## src/lsg_map.svh

```systemverilog
// Notes on behaviour
// [RL1] Limits during homing feed the homing sequence
// [RL2] Limits outside homing mean overtravel stop
// [RL3] Overtravel detection enable bit, default enabled
// [RL4] Overtravel stop: immediate (0) or deceleration (1)
// [RL5] Limit contacts normally open (0) or closed (1)
// [RL6] Home sensor used only in three-sensor mode
// [RL7] Home sensor normally open (0) or closed (1)
// [RL8] Slit sensor normally open (0) or closed (1)
// [RL9] Home detection optionally qualified by slit sensor
// [RL10] Sixteen general signals relay pins and network bits
// [RL11] Network bit drives direct output on or off
// [RL12] Direct input reported as network output bit
// [RL13] Per-input logic inversion before relaying
// [RL14] Resolution 1000*B/A must lie in 100..10000
// [RL15] Gear A and B accept 1..65535, default 1
// [RL16] Out-of-range resolution raises gear warning
// [RL17] Configure or power-up with warning raises alarm
// [RL18] Master re-mechanical_origin_sensor or presets after resolution change
// [RL19] Master keeps gears multiples of 50 for pulse
// [RL20] Shaft-angle pulse fifty times per output revolution
// [RL21] All pins synchronised before any decision
`ifndef LSG_MAP_SVH
`define LSG_MAP_SVH

// ----------------------------------------------------------------
// Register byte offsets
// ----------------------------------------------------------------
`define LSG_OFS_CTRL      8'h00
`define LSG_OFS_GEAR_A    8'h04
`define LSG_OFS_GEAR_B    8'h08
`define LSG_OFS_GP_DIR    8'h0c
`define LSG_OFS_GP_INV    8'h10
`define LSG_OFS_NET_IN    8'h14
`define LSG_OFS_NET_OUT   8'h18
`define LSG_OFS_STATUS    8'h1c
`define LSG_OFS_COMMAND   8'h20

// ----------------------------------------------------------------
// Control register fields
// ----------------------------------------------------------------
`define LSG_CTRL_OT_EN      0
`define LSG_CTRL_OT_DECEL   1
`define LSG_CTRL_LS_NC      2
`define LSG_CTRL_ORIGIN_NC  3
`define LSG_CTRL_SLIT_NC    4
`define LSG_CTRL_SLIT_QUAL  5
`define LSG_CTRL_MODE_LO    6
`define LSG_CTRL_MODE_HI    7
`define LSG_CTRL_WIDTH      8
`define LSG_CTRL_RESET      8'h01

// ----------------------------------------------------------------
// Status register fields
// ----------------------------------------------------------------
`define LSG_ST_OT_PLUS      0
`define LSG_ST_OT_MINUS     1
`define LSG_ST_GEAR_WARN    2
`define LSG_ST_GEAR_ALARM   3
`define LSG_ST_PLUS_ACT     4
`define LSG_ST_MINUS_ACT    5
`define LSG_ST_ORIGIN_ACT   6
`define LSG_ST_SLIT_ACT     7
`define LSG_ST_WIDTH        8

// ----------------------------------------------------------------
// Command register bits
// ----------------------------------------------------------------
`define LSG_CMD_CONFIGURE   0
`define LSG_CMD_CLR_OT      1
`define LSG_CMD_CLR_ALARM   2

// ----------------------------------------------------------------
// Gear and resolution constants
// ----------------------------------------------------------------
`define LSG_GEAR_RESET      16'h0001
`define LSG_RES_SCALE       1000
`define LSG_RES_MIN         100
`define LSG_RES_MAX         10000
`define LSG_PULSES_PER_REV  50

`endif

```

## src/lsg_pkg.sv

```systemverilog
package lsg_pkg;

  typedef enum logic [1:0] {
    HOME_TWO_SENSOR,
    HOME_THREE_SENSOR,
    HOME_ONE_WAY,
    HOME_PUSH
  } home_mode_e;

  typedef logic [15:0] gear_t;

endpackage

```

## src/in_sync.sv

```systemverilog
`timescale 1ns/1ps
module in_sync #(
  parameter int WIDTH = 1
) (
  input wire logic clk,
  input wire logic reset_n,
  input wire logic ce,
  input wire logic [WIDTH-1:0] d,
  output logic [WIDTH-1:0] q
);

  logic [WIDTH-1:0] meta_q;

  // Only the second stage is visible; the first stage feeds nothing else.
  always_ff @(posedge clk or negedge reset_n)
  begin
    if (!reset_n)
    begin
      meta_q <= '0;
      q <= '0;
    end
    else if (ce)
    begin
      meta_q <= d;
      q <= meta_q;
    end
  end

endmodule

```

## src/limit_sensor_gear.sv

```systemverilog
// The register addresses and the APB register port are this design's own decisions.
`timescale 1ns/1ps
`include "lsg_map.svh"
module limit_sensor_gear
  import lsg_pkg::*;
#(
  parameter int NUM_GP = 16
) (
  input wire logic CLK,
  input wire logic RESET_N,
  input wire logic CE,
  input wire logic PSEL,
  input wire logic PENABLE,
  input wire logic PWRITE,
  input wire logic [7:0] PADDR,
  input wire logic [31:0] PWDATA,
  output logic [31:0] PRDATA,
  output logic PREADY,
  output logic PSLVERR,
  input wire logic PLUS_LIMIT_SENSOR,
  input wire logic MINUS_LIMIT_SENSOR,
  input wire logic MECHANICAL_ORIGIN_SENSOR,
  input wire logic SLIT_SENSOR,
  input wire logic [NUM_GP-1:0] DIRECT_IN,
  output logic [NUM_GP-1:0] DIRECT_OUT,
  input wire logic HOMING_ACTIVE,
  input wire logic STEP_PULSE,
  output logic HOMING_PLUS_LIMIT,
  output logic HOMING_MINUS_LIMIT,
  output logic HOME_FOUND,
  output logic STOP_IMMEDIATE,
  output logic STOP_DECEL,
  output logic GEAR_WARNING,
  output logic GEAR_ALARM,
  output logic SHAFT_ANGLE_PULSE_OUT
);

  // ----------------------------------------------------------------
  // Declarations
  // ----------------------------------------------------------------
  localparam int SYNC_W = NUM_GP + 4;

  logic [SYNC_W-1:0] pins_sync;
  logic [`LSG_CTRL_WIDTH-1:0] ctrl_q;
  gear_t gear_a_q;
  gear_t gear_b_q;
  logic [NUM_GP-1:0] gp_dir_q;
  logic [NUM_GP-1:0] gp_inv_q;
  logic [NUM_GP-1:0] net_in_q;
  logic [NUM_GP-1:0] net_out_q;
  logic [NUM_GP-1:0] direct_out_q;
  logic [31:0] prdata_q;
  logic pslverr_q;
  logic setup;
  logic access;
  logic wr_en;
  logic addr_hit;
  logic [2:0] cmd;
  logic plus_act;
  logic minus_act;
  logic origin_act;
  logic slit_act;
  logic [NUM_GP-1:0] gp_in_act;
  home_mode_e home_mode;
  logic ot_plus_q;
  logic ot_minus_q;
  logic gear_warn;
  logic gear_alarm_q;
  logic [29:0] scaled_a;
  logic [29:0] scaled_b;
  logic [29:0] scaled_max;
  logic [21:0] tim_acc_q;
  logic [22:0] tim_sum;
  logic [22:0] tim_span;
  logic tim_q;
  logic homing_plus_q;
  logic homing_minus_q;
  logic home_found_q;

  // ----------------------------------------------------------------
  // Pin synchronisation
  // ----------------------------------------------------------------
  in_sync #(
    .WIDTH(SYNC_W)
  ) pin_sync (
    .clk(CLK),
    .reset_n(RESET_N),
    .ce(CE),
    .d({DIRECT_IN, SLIT_SENSOR, MECHANICAL_ORIGIN_SENSOR, MINUS_LIMIT_SENSOR, PLUS_LIMIT_SENSOR}),
    .q(pins_sync)
  ); // RL21

  // A normally closed contact opens on detection, so its level is inverted.
  assign plus_act = pins_sync[0] ^ ctrl_q[`LSG_CTRL_LS_NC]; // RL5
  assign minus_act = pins_sync[1] ^ ctrl_q[`LSG_CTRL_LS_NC]; // RL5
  assign origin_act = pins_sync[2] ^ ctrl_q[`LSG_CTRL_ORIGIN_NC]; // RL7
  assign slit_act = pins_sync[3] ^ ctrl_q[`LSG_CTRL_SLIT_NC]; // RL8
  assign gp_in_act = pins_sync[SYNC_W-1:4] ^ gp_inv_q; // RL13
  assign home_mode = home_mode_e'(ctrl_q[`LSG_CTRL_MODE_HI:`LSG_CTRL_MODE_LO]);

  // ----------------------------------------------------------------
  // APB slave
  // ----------------------------------------------------------------
  // The slave answers with no wait state; a low clock enable stretches the access.
  assign setup = PSEL && !PENABLE;
  assign access = PSEL && PENABLE && CE;
  assign wr_en = access && PWRITE && addr_hit;
  assign PREADY = CE;
  assign PRDATA = prdata_q;
  assign PSLVERR = pslverr_q;
  assign cmd = wr_en && (PADDR == `LSG_OFS_COMMAND) ? PWDATA[2:0] : 3'h0;

  always_comb
  begin
    case (PADDR)
      `LSG_OFS_CTRL, `LSG_OFS_GEAR_A, `LSG_OFS_GEAR_B, `LSG_OFS_GP_DIR, `LSG_OFS_GP_INV,
      `LSG_OFS_NET_IN, `LSG_OFS_NET_OUT, `LSG_OFS_STATUS, `LSG_OFS_COMMAND: addr_hit = 1'b1;
      default: addr_hit = 1'b0;
    endcase
  end

  // Read data is captured in the setup cycle so that PRDATA comes from a flop.
  always_ff @(posedge CLK or negedge RESET_N)
  begin
    if (!RESET_N)
    begin
      prdata_q <= 32'h0;
      pslverr_q <= 1'b0;
    end
    else if (CE && setup)
    begin
      pslverr_q <= !addr_hit;
      case (PADDR)
        `LSG_OFS_CTRL: prdata_q <= {24'h0, ctrl_q};
        `LSG_OFS_GEAR_A: prdata_q <= {16'h0, gear_a_q};
        `LSG_OFS_GEAR_B: prdata_q <= {16'h0, gear_b_q};
        `LSG_OFS_GP_DIR: prdata_q <= 32'(gp_dir_q);
        `LSG_OFS_GP_INV: prdata_q <= 32'(gp_inv_q);
        `LSG_OFS_NET_IN: prdata_q <= 32'(net_in_q);
        `LSG_OFS_NET_OUT: prdata_q <= 32'(net_out_q);
        `LSG_OFS_STATUS: prdata_q <= {24'h0, slit_act, origin_act, minus_act, plus_act,
                                      gear_alarm_q, gear_warn, ot_minus_q, ot_plus_q};
        default: prdata_q <= 32'h0;
      endcase
    end
  end

  always_ff @(posedge CLK or negedge RESET_N)
  begin
    if (!RESET_N)
    begin
      ctrl_q <= `LSG_CTRL_RESET; // RL3 RL4 RL5 RL7 RL8
      gp_dir_q <= '0;
      gp_inv_q <= '0;
      net_in_q <= '0;
    end
    else if (wr_en)
    begin
      case (PADDR)
        `LSG_OFS_CTRL: ctrl_q <= PWDATA[`LSG_CTRL_WIDTH-1:0];
        `LSG_OFS_GP_DIR: gp_dir_q <= PWDATA[NUM_GP-1:0];
        `LSG_OFS_GP_INV: gp_inv_q <= PWDATA[NUM_GP-1:0];
        `LSG_OFS_NET_IN: net_in_q <= PWDATA[NUM_GP-1:0];
        default: ;
      endcase
    end
  end

  // A gear value of zero lies outside the accepted range and is ignored.
  always_ff @(posedge CLK or negedge RESET_N)
  begin
    if (!RESET_N)
    begin
      gear_a_q <= `LSG_GEAR_RESET; // RL15
      gear_b_q <= `LSG_GEAR_RESET; // RL15
    end
    else if (wr_en && PWDATA[15:0] != 16'h0)
    begin
      if (PADDR == `LSG_OFS_GEAR_A)
        gear_a_q <= PWDATA[15:0]; // RL15
      if (PADDR == `LSG_OFS_GEAR_B)
        gear_b_q <= PWDATA[15:0]; // RL15
    end
  end

  // ----------------------------------------------------------------
  // Overtravel and homing
  // ----------------------------------------------------------------
  // Overtravel flags stay set until cleared; a new detection beats a clear.
  always_ff @(posedge CLK or negedge RESET_N)
  begin
    if (!RESET_N)
    begin
      ot_plus_q <= 1'b0;
      ot_minus_q <= 1'b0;
    end
    else if (CE)
    begin
      if (!HOMING_ACTIVE && ctrl_q[`LSG_CTRL_OT_EN] && plus_act)
        ot_plus_q <= 1'b1; // RL2 RL3
      else if (cmd[`LSG_CMD_CLR_OT])
        ot_plus_q <= 1'b0;
      if (!HOMING_ACTIVE && ctrl_q[`LSG_CTRL_OT_EN] && minus_act)
        ot_minus_q <= 1'b1; // RL2 RL3
      else if (cmd[`LSG_CMD_CLR_OT])
        ot_minus_q <= 1'b0;
    end
  end

  assign STOP_IMMEDIATE = (ot_plus_q || ot_minus_q) && !ctrl_q[`LSG_CTRL_OT_DECEL]; // RL4
  assign STOP_DECEL = (ot_plus_q || ot_minus_q) && ctrl_q[`LSG_CTRL_OT_DECEL]; // RL4

  always_ff @(posedge CLK or negedge RESET_N)
  begin
    if (!RESET_N)
    begin
      homing_plus_q <= 1'b0;
      homing_minus_q <= 1'b0;
      home_found_q <= 1'b0;
    end
    else if (CE)
    begin
      homing_plus_q <= HOMING_ACTIVE && plus_act; // RL1
      homing_minus_q <= HOMING_ACTIVE && minus_act; // RL1
      home_found_q <= HOMING_ACTIVE && home_mode == HOME_THREE_SENSOR && origin_act
                      && (!ctrl_q[`LSG_CTRL_SLIT_QUAL] || slit_act); // RL6 RL9
    end
  end

  assign HOMING_PLUS_LIMIT = homing_plus_q;
  assign HOMING_MINUS_LIMIT = homing_minus_q;
  assign HOME_FOUND = home_found_q;

  // ----------------------------------------------------------------
  // General signal relay
  // ----------------------------------------------------------------
  // Signal i links DIRECT_IN[i] or DIRECT_OUT[i] with network bit i.
  always_ff @(posedge CLK or negedge RESET_N)
  begin
    if (!RESET_N)
    begin
      direct_out_q <= '0;
      net_out_q <= '0;
    end
    else if (CE)
    begin
      direct_out_q <= net_in_q & gp_dir_q; // RL10 RL11
      net_out_q <= gp_in_act & ~gp_dir_q; // RL10 RL12
    end
  end

  assign DIRECT_OUT = direct_out_q;

  // ----------------------------------------------------------------
  // Gear check
  // ----------------------------------------------------------------
  // 100 <= 1000*B/A <= 10000 is tested by cross-multiplying, with no divider.
  // The upper bound needs 30 bits, since a full-scale A times the maximum would overflow 29.
  assign scaled_a = 30'(gear_a_q) * 30'(`LSG_RES_MIN);
  assign scaled_b = 30'(gear_b_q) * 30'(`LSG_RES_SCALE);
  assign scaled_max = 30'(gear_a_q) * 30'(`LSG_RES_MAX);
  assign gear_warn = (scaled_b < scaled_a) || (scaled_b > scaled_max); // RL14 RL16
  assign GEAR_WARNING = gear_warn;
  assign GEAR_ALARM = gear_alarm_q;

  // Gear values return to valid defaults at power-up, so only configure escalates here.
  always_ff @(posedge CLK or negedge RESET_N)
  begin
    if (!RESET_N)
      gear_alarm_q <= 1'b0;
    else if (CE)
    begin
      if (cmd[`LSG_CMD_CONFIGURE] && gear_warn)
        gear_alarm_q <= 1'b1; // RL17
      else if (cmd[`LSG_CMD_CLR_ALARM] && !gear_warn)
        gear_alarm_q <= 1'b0;
    end
  end

  // ----------------------------------------------------------------
  // Shaft-angle pulse
  // ----------------------------------------------------------------
  // Each step is A/(1000*B) revolution; one pulse per 1/50 revolution means
  // every 20*B/A steps, tracked exactly by adding A and wrapping at 20*B.
  assign tim_span = 23'(gear_b_q) * 23'(`LSG_RES_SCALE / `LSG_PULSES_PER_REV);
  assign tim_sum = 23'(tim_acc_q) + 23'(gear_a_q);

  always_ff @(posedge CLK or negedge RESET_N)
  begin
    if (!RESET_N)
    begin
      tim_acc_q <= 22'h0;
      tim_q <= 1'b0;
    end
    else if (CE)
    begin
      tim_q <= 1'b0;
      if (STEP_PULSE)
      begin
        if (tim_sum >= tim_span)
        begin
          tim_acc_q <= 22'(tim_sum - tim_span); // RL20
          tim_q <= 1'b1; // RL20
        end
        else
          tim_acc_q <= tim_sum[21:0];
      end
    end
  end

  assign SHAFT_ANGLE_PULSE_OUT = tim_q;

endmodule

```

## config.mk

```make
export PLATFORM = sky130hd
export DESIGN_NAME = limit_sensor_gear
export DESIGN_NICKNAME = d
export VERILOG_FILES = /design/src/lsg_pkg.sv /design/src/in_sync.sv /design/src/limit_sensor_gear.sv
export VERILOG_INCLUDE_DIRS = /design/src /design/src/src
export SDC_FILE = /design/constraint.sdc
export NUM_CORES = 1
export LEC_CHECK = 0
export BUFFER_PORTS_ARGS = -buffer_cell sky130_fd_sc_hd__buf_4
export CAP_MARGIN = 20
export CORE_AREA = 2 2 176 178
export CTS_BUF_LIST = sky130_fd_sc_hd__clkbuf_4 sky130_fd_sc_hd__clkbuf_8
export DETAILED_ROUTE_END_ITERATION = 12
export DIE_AREA = 0 0 178 180
export PLACE_DENSITY_LB_ADDON = 0.25
export SLEW_MARGIN = 0
export SYNTH_ARGS = -nofsm -noshare
export SYNTH_HDL_FRONTEND = slang
export SYNTH_HIERARCHICAL = 1
export SYNTH_SLANG_ARGS = --single-unit
```

## constraint.sdc

```tcl
create_clock -name CLK -period 21.4 [get_ports CLK]
set_input_delay 4.28 -clock CLK [delete_from_list [all_inputs] [get_ports CLK]]
set_output_delay 4.28 -clock CLK [all_outputs]
set_load 0.02 [all_outputs]
```

-- After elaboration in Yosys (flattened, before gate mapping)
Index checks and enable logic that the tools add are counted.
- register bits after elaboration: 222
- output and inout port bits: 58
- add/sub/neg operators: 2
- multipliers: 4
- order comparisons: 3
- equality and inequality tests: 9
- muxes and demuxes: 11
- bitwise gates (word level): 8
- reduce and logical (&&, ||, !) cells: 45
- operator list (cell ; number):
    one-hot mux 16 bit (8 select lines) ; 1
    AND 16 bit ; 2
    equality test 8 x 5 -> 1 bit, second input constant ; 4
    > comparator 26 x 30 -> 1 bit ; 1
    < comparator 26 x 23 -> 1 bit ; 1
    multiplier 16 x 10 -> 26 bit, second input constant ; 1
    adder 22 x 16 -> 23 bit ; 1
    greater-or-equal comparator 23 x 21 -> 1 bit ; 1
    multiplier 16 x 7 -> 23 bit, second input constant ; 1
    two-way mux 22 bit ; 1
    subtractor 22 x 21 -> 22 bit ; 1
    multiplier 16 x 5 -> 21 bit, second input constant ; 1
    logical AND 1 bit ; 20
    AND reduction 2 bit ; 10
    multiplier 16 x 3 -> 19 bit, second input constant ; 1
    equality test 8 x 4 -> 1 bit, second input constant ; 2
    NOT 16 bit ; 1
    nonzero test 16 bit ; 1
    bitwise XOR 16 bit ; 1
    OR reduction 9 bit ; 1
    equality test 8 x 3 -> 1 bit, second input constant ; 1
    equality test 8 x 6 -> 1 bit, second input constant ; 1
    zero test 8 bit ; 1
    two-way mux 1 bit ; 8
    other kinds (6) ; 18

-- Depth between registers and ports, before layout
- depth after elaboration: 9
- depth in mapped cells: 28
- gate-level depth less buffers: 28

-- By module
Netlist, hierarchy kept.
- by module, submodules not included (module ; times used ; cells each ; area an instance (sq um) ; seq. area each (sq um)):
    limit_sensor_gear ; 1 ; 1897 ; 17927.2 ; 4157.7
    in_sync ; 1 ; 84 ; 1496.4 ; 1001.0

-- Least setup slack after synthesis
OpenSTA, ideal clock, no wires.
- kind: register to output
- start: reg gear_a_q[6]
- end: out GEAR_WARNING
- data arrival time: 5.840 ns
- required time: 17.120 ns
- slack: 11.280 ns
- cell stages (with the launch flop): 28
- buffers on the path: 0
- cells stage by stage: dfrtp_1 > inv_1 > fa_1 > inv_1 > ha_1 > inv_1 > fa_1 > inv_1 > ha_1 > inv_1 > fa_1 > inv_1 > ha_1 > and2_4 > a221o_1 > a31o_2 > a21oi_1 > o21ai_0 > xnor2_1 > ha_1 > nand4_1 > nor3_1 > nand2_1 > o31ai_1 > maj3_1 > nand3_1 > a211o_1 > nand2_1
- cells in the longest elaborated chain, start to end: 3
- ends and longest elaborated chain (element ; RTL line ; RTL):
    start, declared ; limit_sensor_gear.sv:45 ; gear_t gear_a_q;
    start signal, assigned ; limit_sensor_gear.sv:174 ; gear_a_q <= `LSG_GEAR_RESET;
    start signal, assigned ; limit_sensor_gear.sv:180 ; gear_a_q <= PWDATA[15:0];
    multiplier 16 x 10 -> 26 bit or multiplier 16 x 5 -> 21 bit (tied branches) ; limit_sensor_gear.sv:261, limit_sensor_gear.sv:259 ;
    > comparator 26 x 30 -> 1 bit or < comparator 26 x 23 -> 1 bit (tied branches) ; limit_sensor_gear.sv:262 ; assign gear_warn = (scaled_b < scaled_a) || (scaled_b > scaled_max);
    logical OR 1 bit (*) ; limit_sensor_gear.sv:262 ;
    end, declared ; limit_sensor_gear.sv:33 ; output logic GEAR_WARNING,
Every way passes the cells marked *; elsewhere a longest branch is shown, timed or not.

-- Worst setup path in the final report
- start: reg gear_a_q[7]
- end: out GEAR_WARNING
The elaborated chain is that of the path after synthesis.

==> reports/summary.txt <==
post-route ant nets: 0
crit end category: output port
async set-reset flop share out of synthesis: 100.0%
WL/cell: 19.46 um
setup TNS: 0 ps
setup slack, reg-to-reg: 14350 ps
Fill cells: 2265
Max stage delay on crit path: 700 ps
Avg Inst Size Synth: 9.805 um2
CTS root buffer: clkbuf_8
die area: 32040 um2
status: finished, final reports clean
Layout Nets: 2530
DRC: 0
Layout Skew: 24.31 ps
Worst-Margin Slew: 1103 ps
Mapped Cells: 1981
Seq cells post-synth: 206
largest area contributor in the synthesized netlist: dfrtp_1
GRT overflow: 0
Pre-antenna DRT Iters: 8
final wirelength: 48.79 mm
Port Buffers: 93
post-synthesis sequential area ratio: 26.56%
Net Sw Power: 0.3994 mW
Synth Flop Type: dfrtp_1
worst path required time: 17120 ps
Post-synth EDFFs: 0
initial antenna violation count: 0
Rows: 64
pwr dens: 56.89 nW/um2
Yosys warnings: 6
area share of the largest cell type after synthesis: 26.15%
CTS tree: built
Max VDD drop: 63.54 uV
Initial Utilization: 64.34%
area delta synth->final: 9.592%
setup ws final: 9473 ps
Lkg Pwr: 11.09 nW
clk sinks: 206
Routability Congestion: 0.9317
count leader, synth: inv_1
Seq. cell area: 5159 um2
clk_lat worst skew: 550 ps
drt first-iter violations: 1142
HPWL Detailed: 36.93 mm
Int Power: 0.8116 mW
WP data arrival: 7650 ps
# diodes: 0
critical path type: flip-flop to output port
global-route wire length before repair: 79.51 mm
largest net degree at the start of global routing: 80
clock power share: 33.0%
Final setup viols: 0
Final Max Tran Viols: 0
Final Hold Vio Count: 0
synth unique cells: 84
dpl ws: 10030 ps
routed via count: 15200
hold_buf cts: 0
most frequent cells after synthesis: inv_1, ha_1, dfrtp_1, mux2_2, nand2_1
CP max stage cell: dfrtp_1
part of the power in registers: 36.8%
vias in the first global route: 15640
die height: 180 um
final worst-path cycle share: 55.73%
Net Sw Frac: 32.98%
chip width: 178 um
Core ar.: 30190 um2
CTS Buf Count: 36
final core utilization: 70.51%
H-Tree Depth: 2
Hold Crit Class: flip-flop to flip-flop
Post-Syn Area: 19420 um2
area occupied by multi-input gates: 12920 um2
total I/O pin count: 126
min cycle time layout: 11930 ps
maximum clock insertion buffer count: 3
Critical Path Fanout Max: 8
combinational power share: 30.3%
top cells by area, synth: dfrtp_1, ha_1, fa_1
PostCTS Resize Cnt: 0
Peak Freq: 0.08384 GHz
most frequent CP cell: inv_1
GRT Total Usage: 31.10%
CP Launch Type: flip-flop
RSZ-0062 raised after global routing: false
relative slew slack: 26.22%
Reg clk slew, reported paths: 60 ps
share of layout cells above drive strength 1: 15.40%
Vias per Instance: 6.061
Post-CTS Setup Repair Bufs: 0
max cap viols: 0
Tot Pwr: 1.211 mW
## per-stage QoR
stage | std cells | hold slack (ps) | instance area, um2
global placement | 2440 | 460.6 | 20450
floorplan | 1996 | 448.4 | 19480
global route | 2507 | 499.5 | 21290
detailed placement | 2440 | 467.6 | 20450
finish | 2507 | 480.0 | 21290
CTS | 2506 | 481.6 | 21260
## state kept, by name, indices dropped and copies added (netlist names)
signal / cells
GEAR_ALARM: 1
pin_sync/meta_q: 20
ot_plus_q: 1
gear_a_q: 16
HOMING_MINUS_LIMIT: 1
gp_inv_q: 16
PRDATA: 16
net_in_q: 16
tim_acc_q: 22
net_out_q: 16
PSLVERR: 1
ctrl_q: 8
gp_dir_q: 16
gear_b_q: 16
DIRECT_OUT: 16
HOME_FOUND: 1
HOMING_PLUS_LIMIT: 1
SHAFT_ANGLE_PULSE_OUT: 1
pin_sync/q: 20
ot_minus_q: 1
## logic make-up after synthesis
group / Yosys count / synth area share (%)
compound gates: 413 / 14.38
xor+xnor: 109 / 4.915
fa+ha+maj: 380 / 28.45
buf+inv: 347 / 7.318
flops: 206 / 26.56
mux: 152 / 8.677
other cells: 1 / 0.01931
simple gates: 373 / 9.688
## cell type report
cell class | instances | area share [%]
Tap cell | 396 | 2.328
Clock inverter | 11 | 0.4526
Inverter | 293 | 5.167
Timing Repair Buffer | 103 | 3.756
Multi-Input combinational cell | 1443 | 60.71
Clock buffer | 55 | 3.350
Sequential cell | 206 | 24.23
## power groups by stage
stage	clock (mW)	sequential [mW]	combinational (mW)
2_1_floorplan	0	0.447	0.287
3_3_place_gp	0	0.450	0.349
3_5_place_dp	0	0.452	0.360
4_1_cts	0.403	0.445	0.362
5_1_grt	0.422	0.449	0.403
6_report	0.399	0.445	0.366
## routing by layer
layer | share of wire, % | vias to the layer above | GRT usage [%]
met3 | 5.8 | 138 | 4.420
li1 | - | 7114 | -
met2 | 48 | 518 | 52.33
met1 | 42 | 7425 | 40.36
met4 | 4.1 | 0 | 12.30
met5 | 0 | - | 0
## critical path, delay by kind of cell, from the launching register on
kind	cells	cell delay, ps
AOI/OAI and AO/OA	5	1510
adders and majority gates	7	2820
buffers and inverters	7	730
DFF	1	700
and+or+nand+nor	5	1220
xor gates and xnor gates	1	130
## cells in the final DEF (no fill, tap or decap), drive strengths merged, types with 38 or more instances in the layout
cell and count:
a21o 38, a21oi 81, a22oi 39, buf 102
clkbuf 56, dfrtp 203, fa 103, ha 276
inv 295, mux2 131, nand2 120, nand3 47
nor2 62, o21ai 94, xnor2 71, xor2 38
## worst paths after layout
check | to | depth (start not counted) | startpoint
worst max-delay path | GEAR_WARNING | 25 | gear_a_q[7]$_DFFE_PN0P_
worst min-delay path | net_out_q[15]$_DFFE_PN0P_ | 2 | net_out_q[15]$_DFFE_PN0P_
worst max register to register | GEAR_ALARM$_DFFE_PN0P_ | 24 | gear_a_q[7]$_DFFE_PN0P_
worst min register to register | net_out_q[15]$_DFFE_PN0P_ | 2 | net_out_q[15]$_DFFE_PN0P_
max in group asynchronous | gp_dir_q[15]$_DFFE_PN0P_ | 4 | RESET_N
min in group asynchronous | tim_acc_q[4]$_DFFE_PN0P_ | 1 | RESET_N
(Power assumes the default switching activity.)
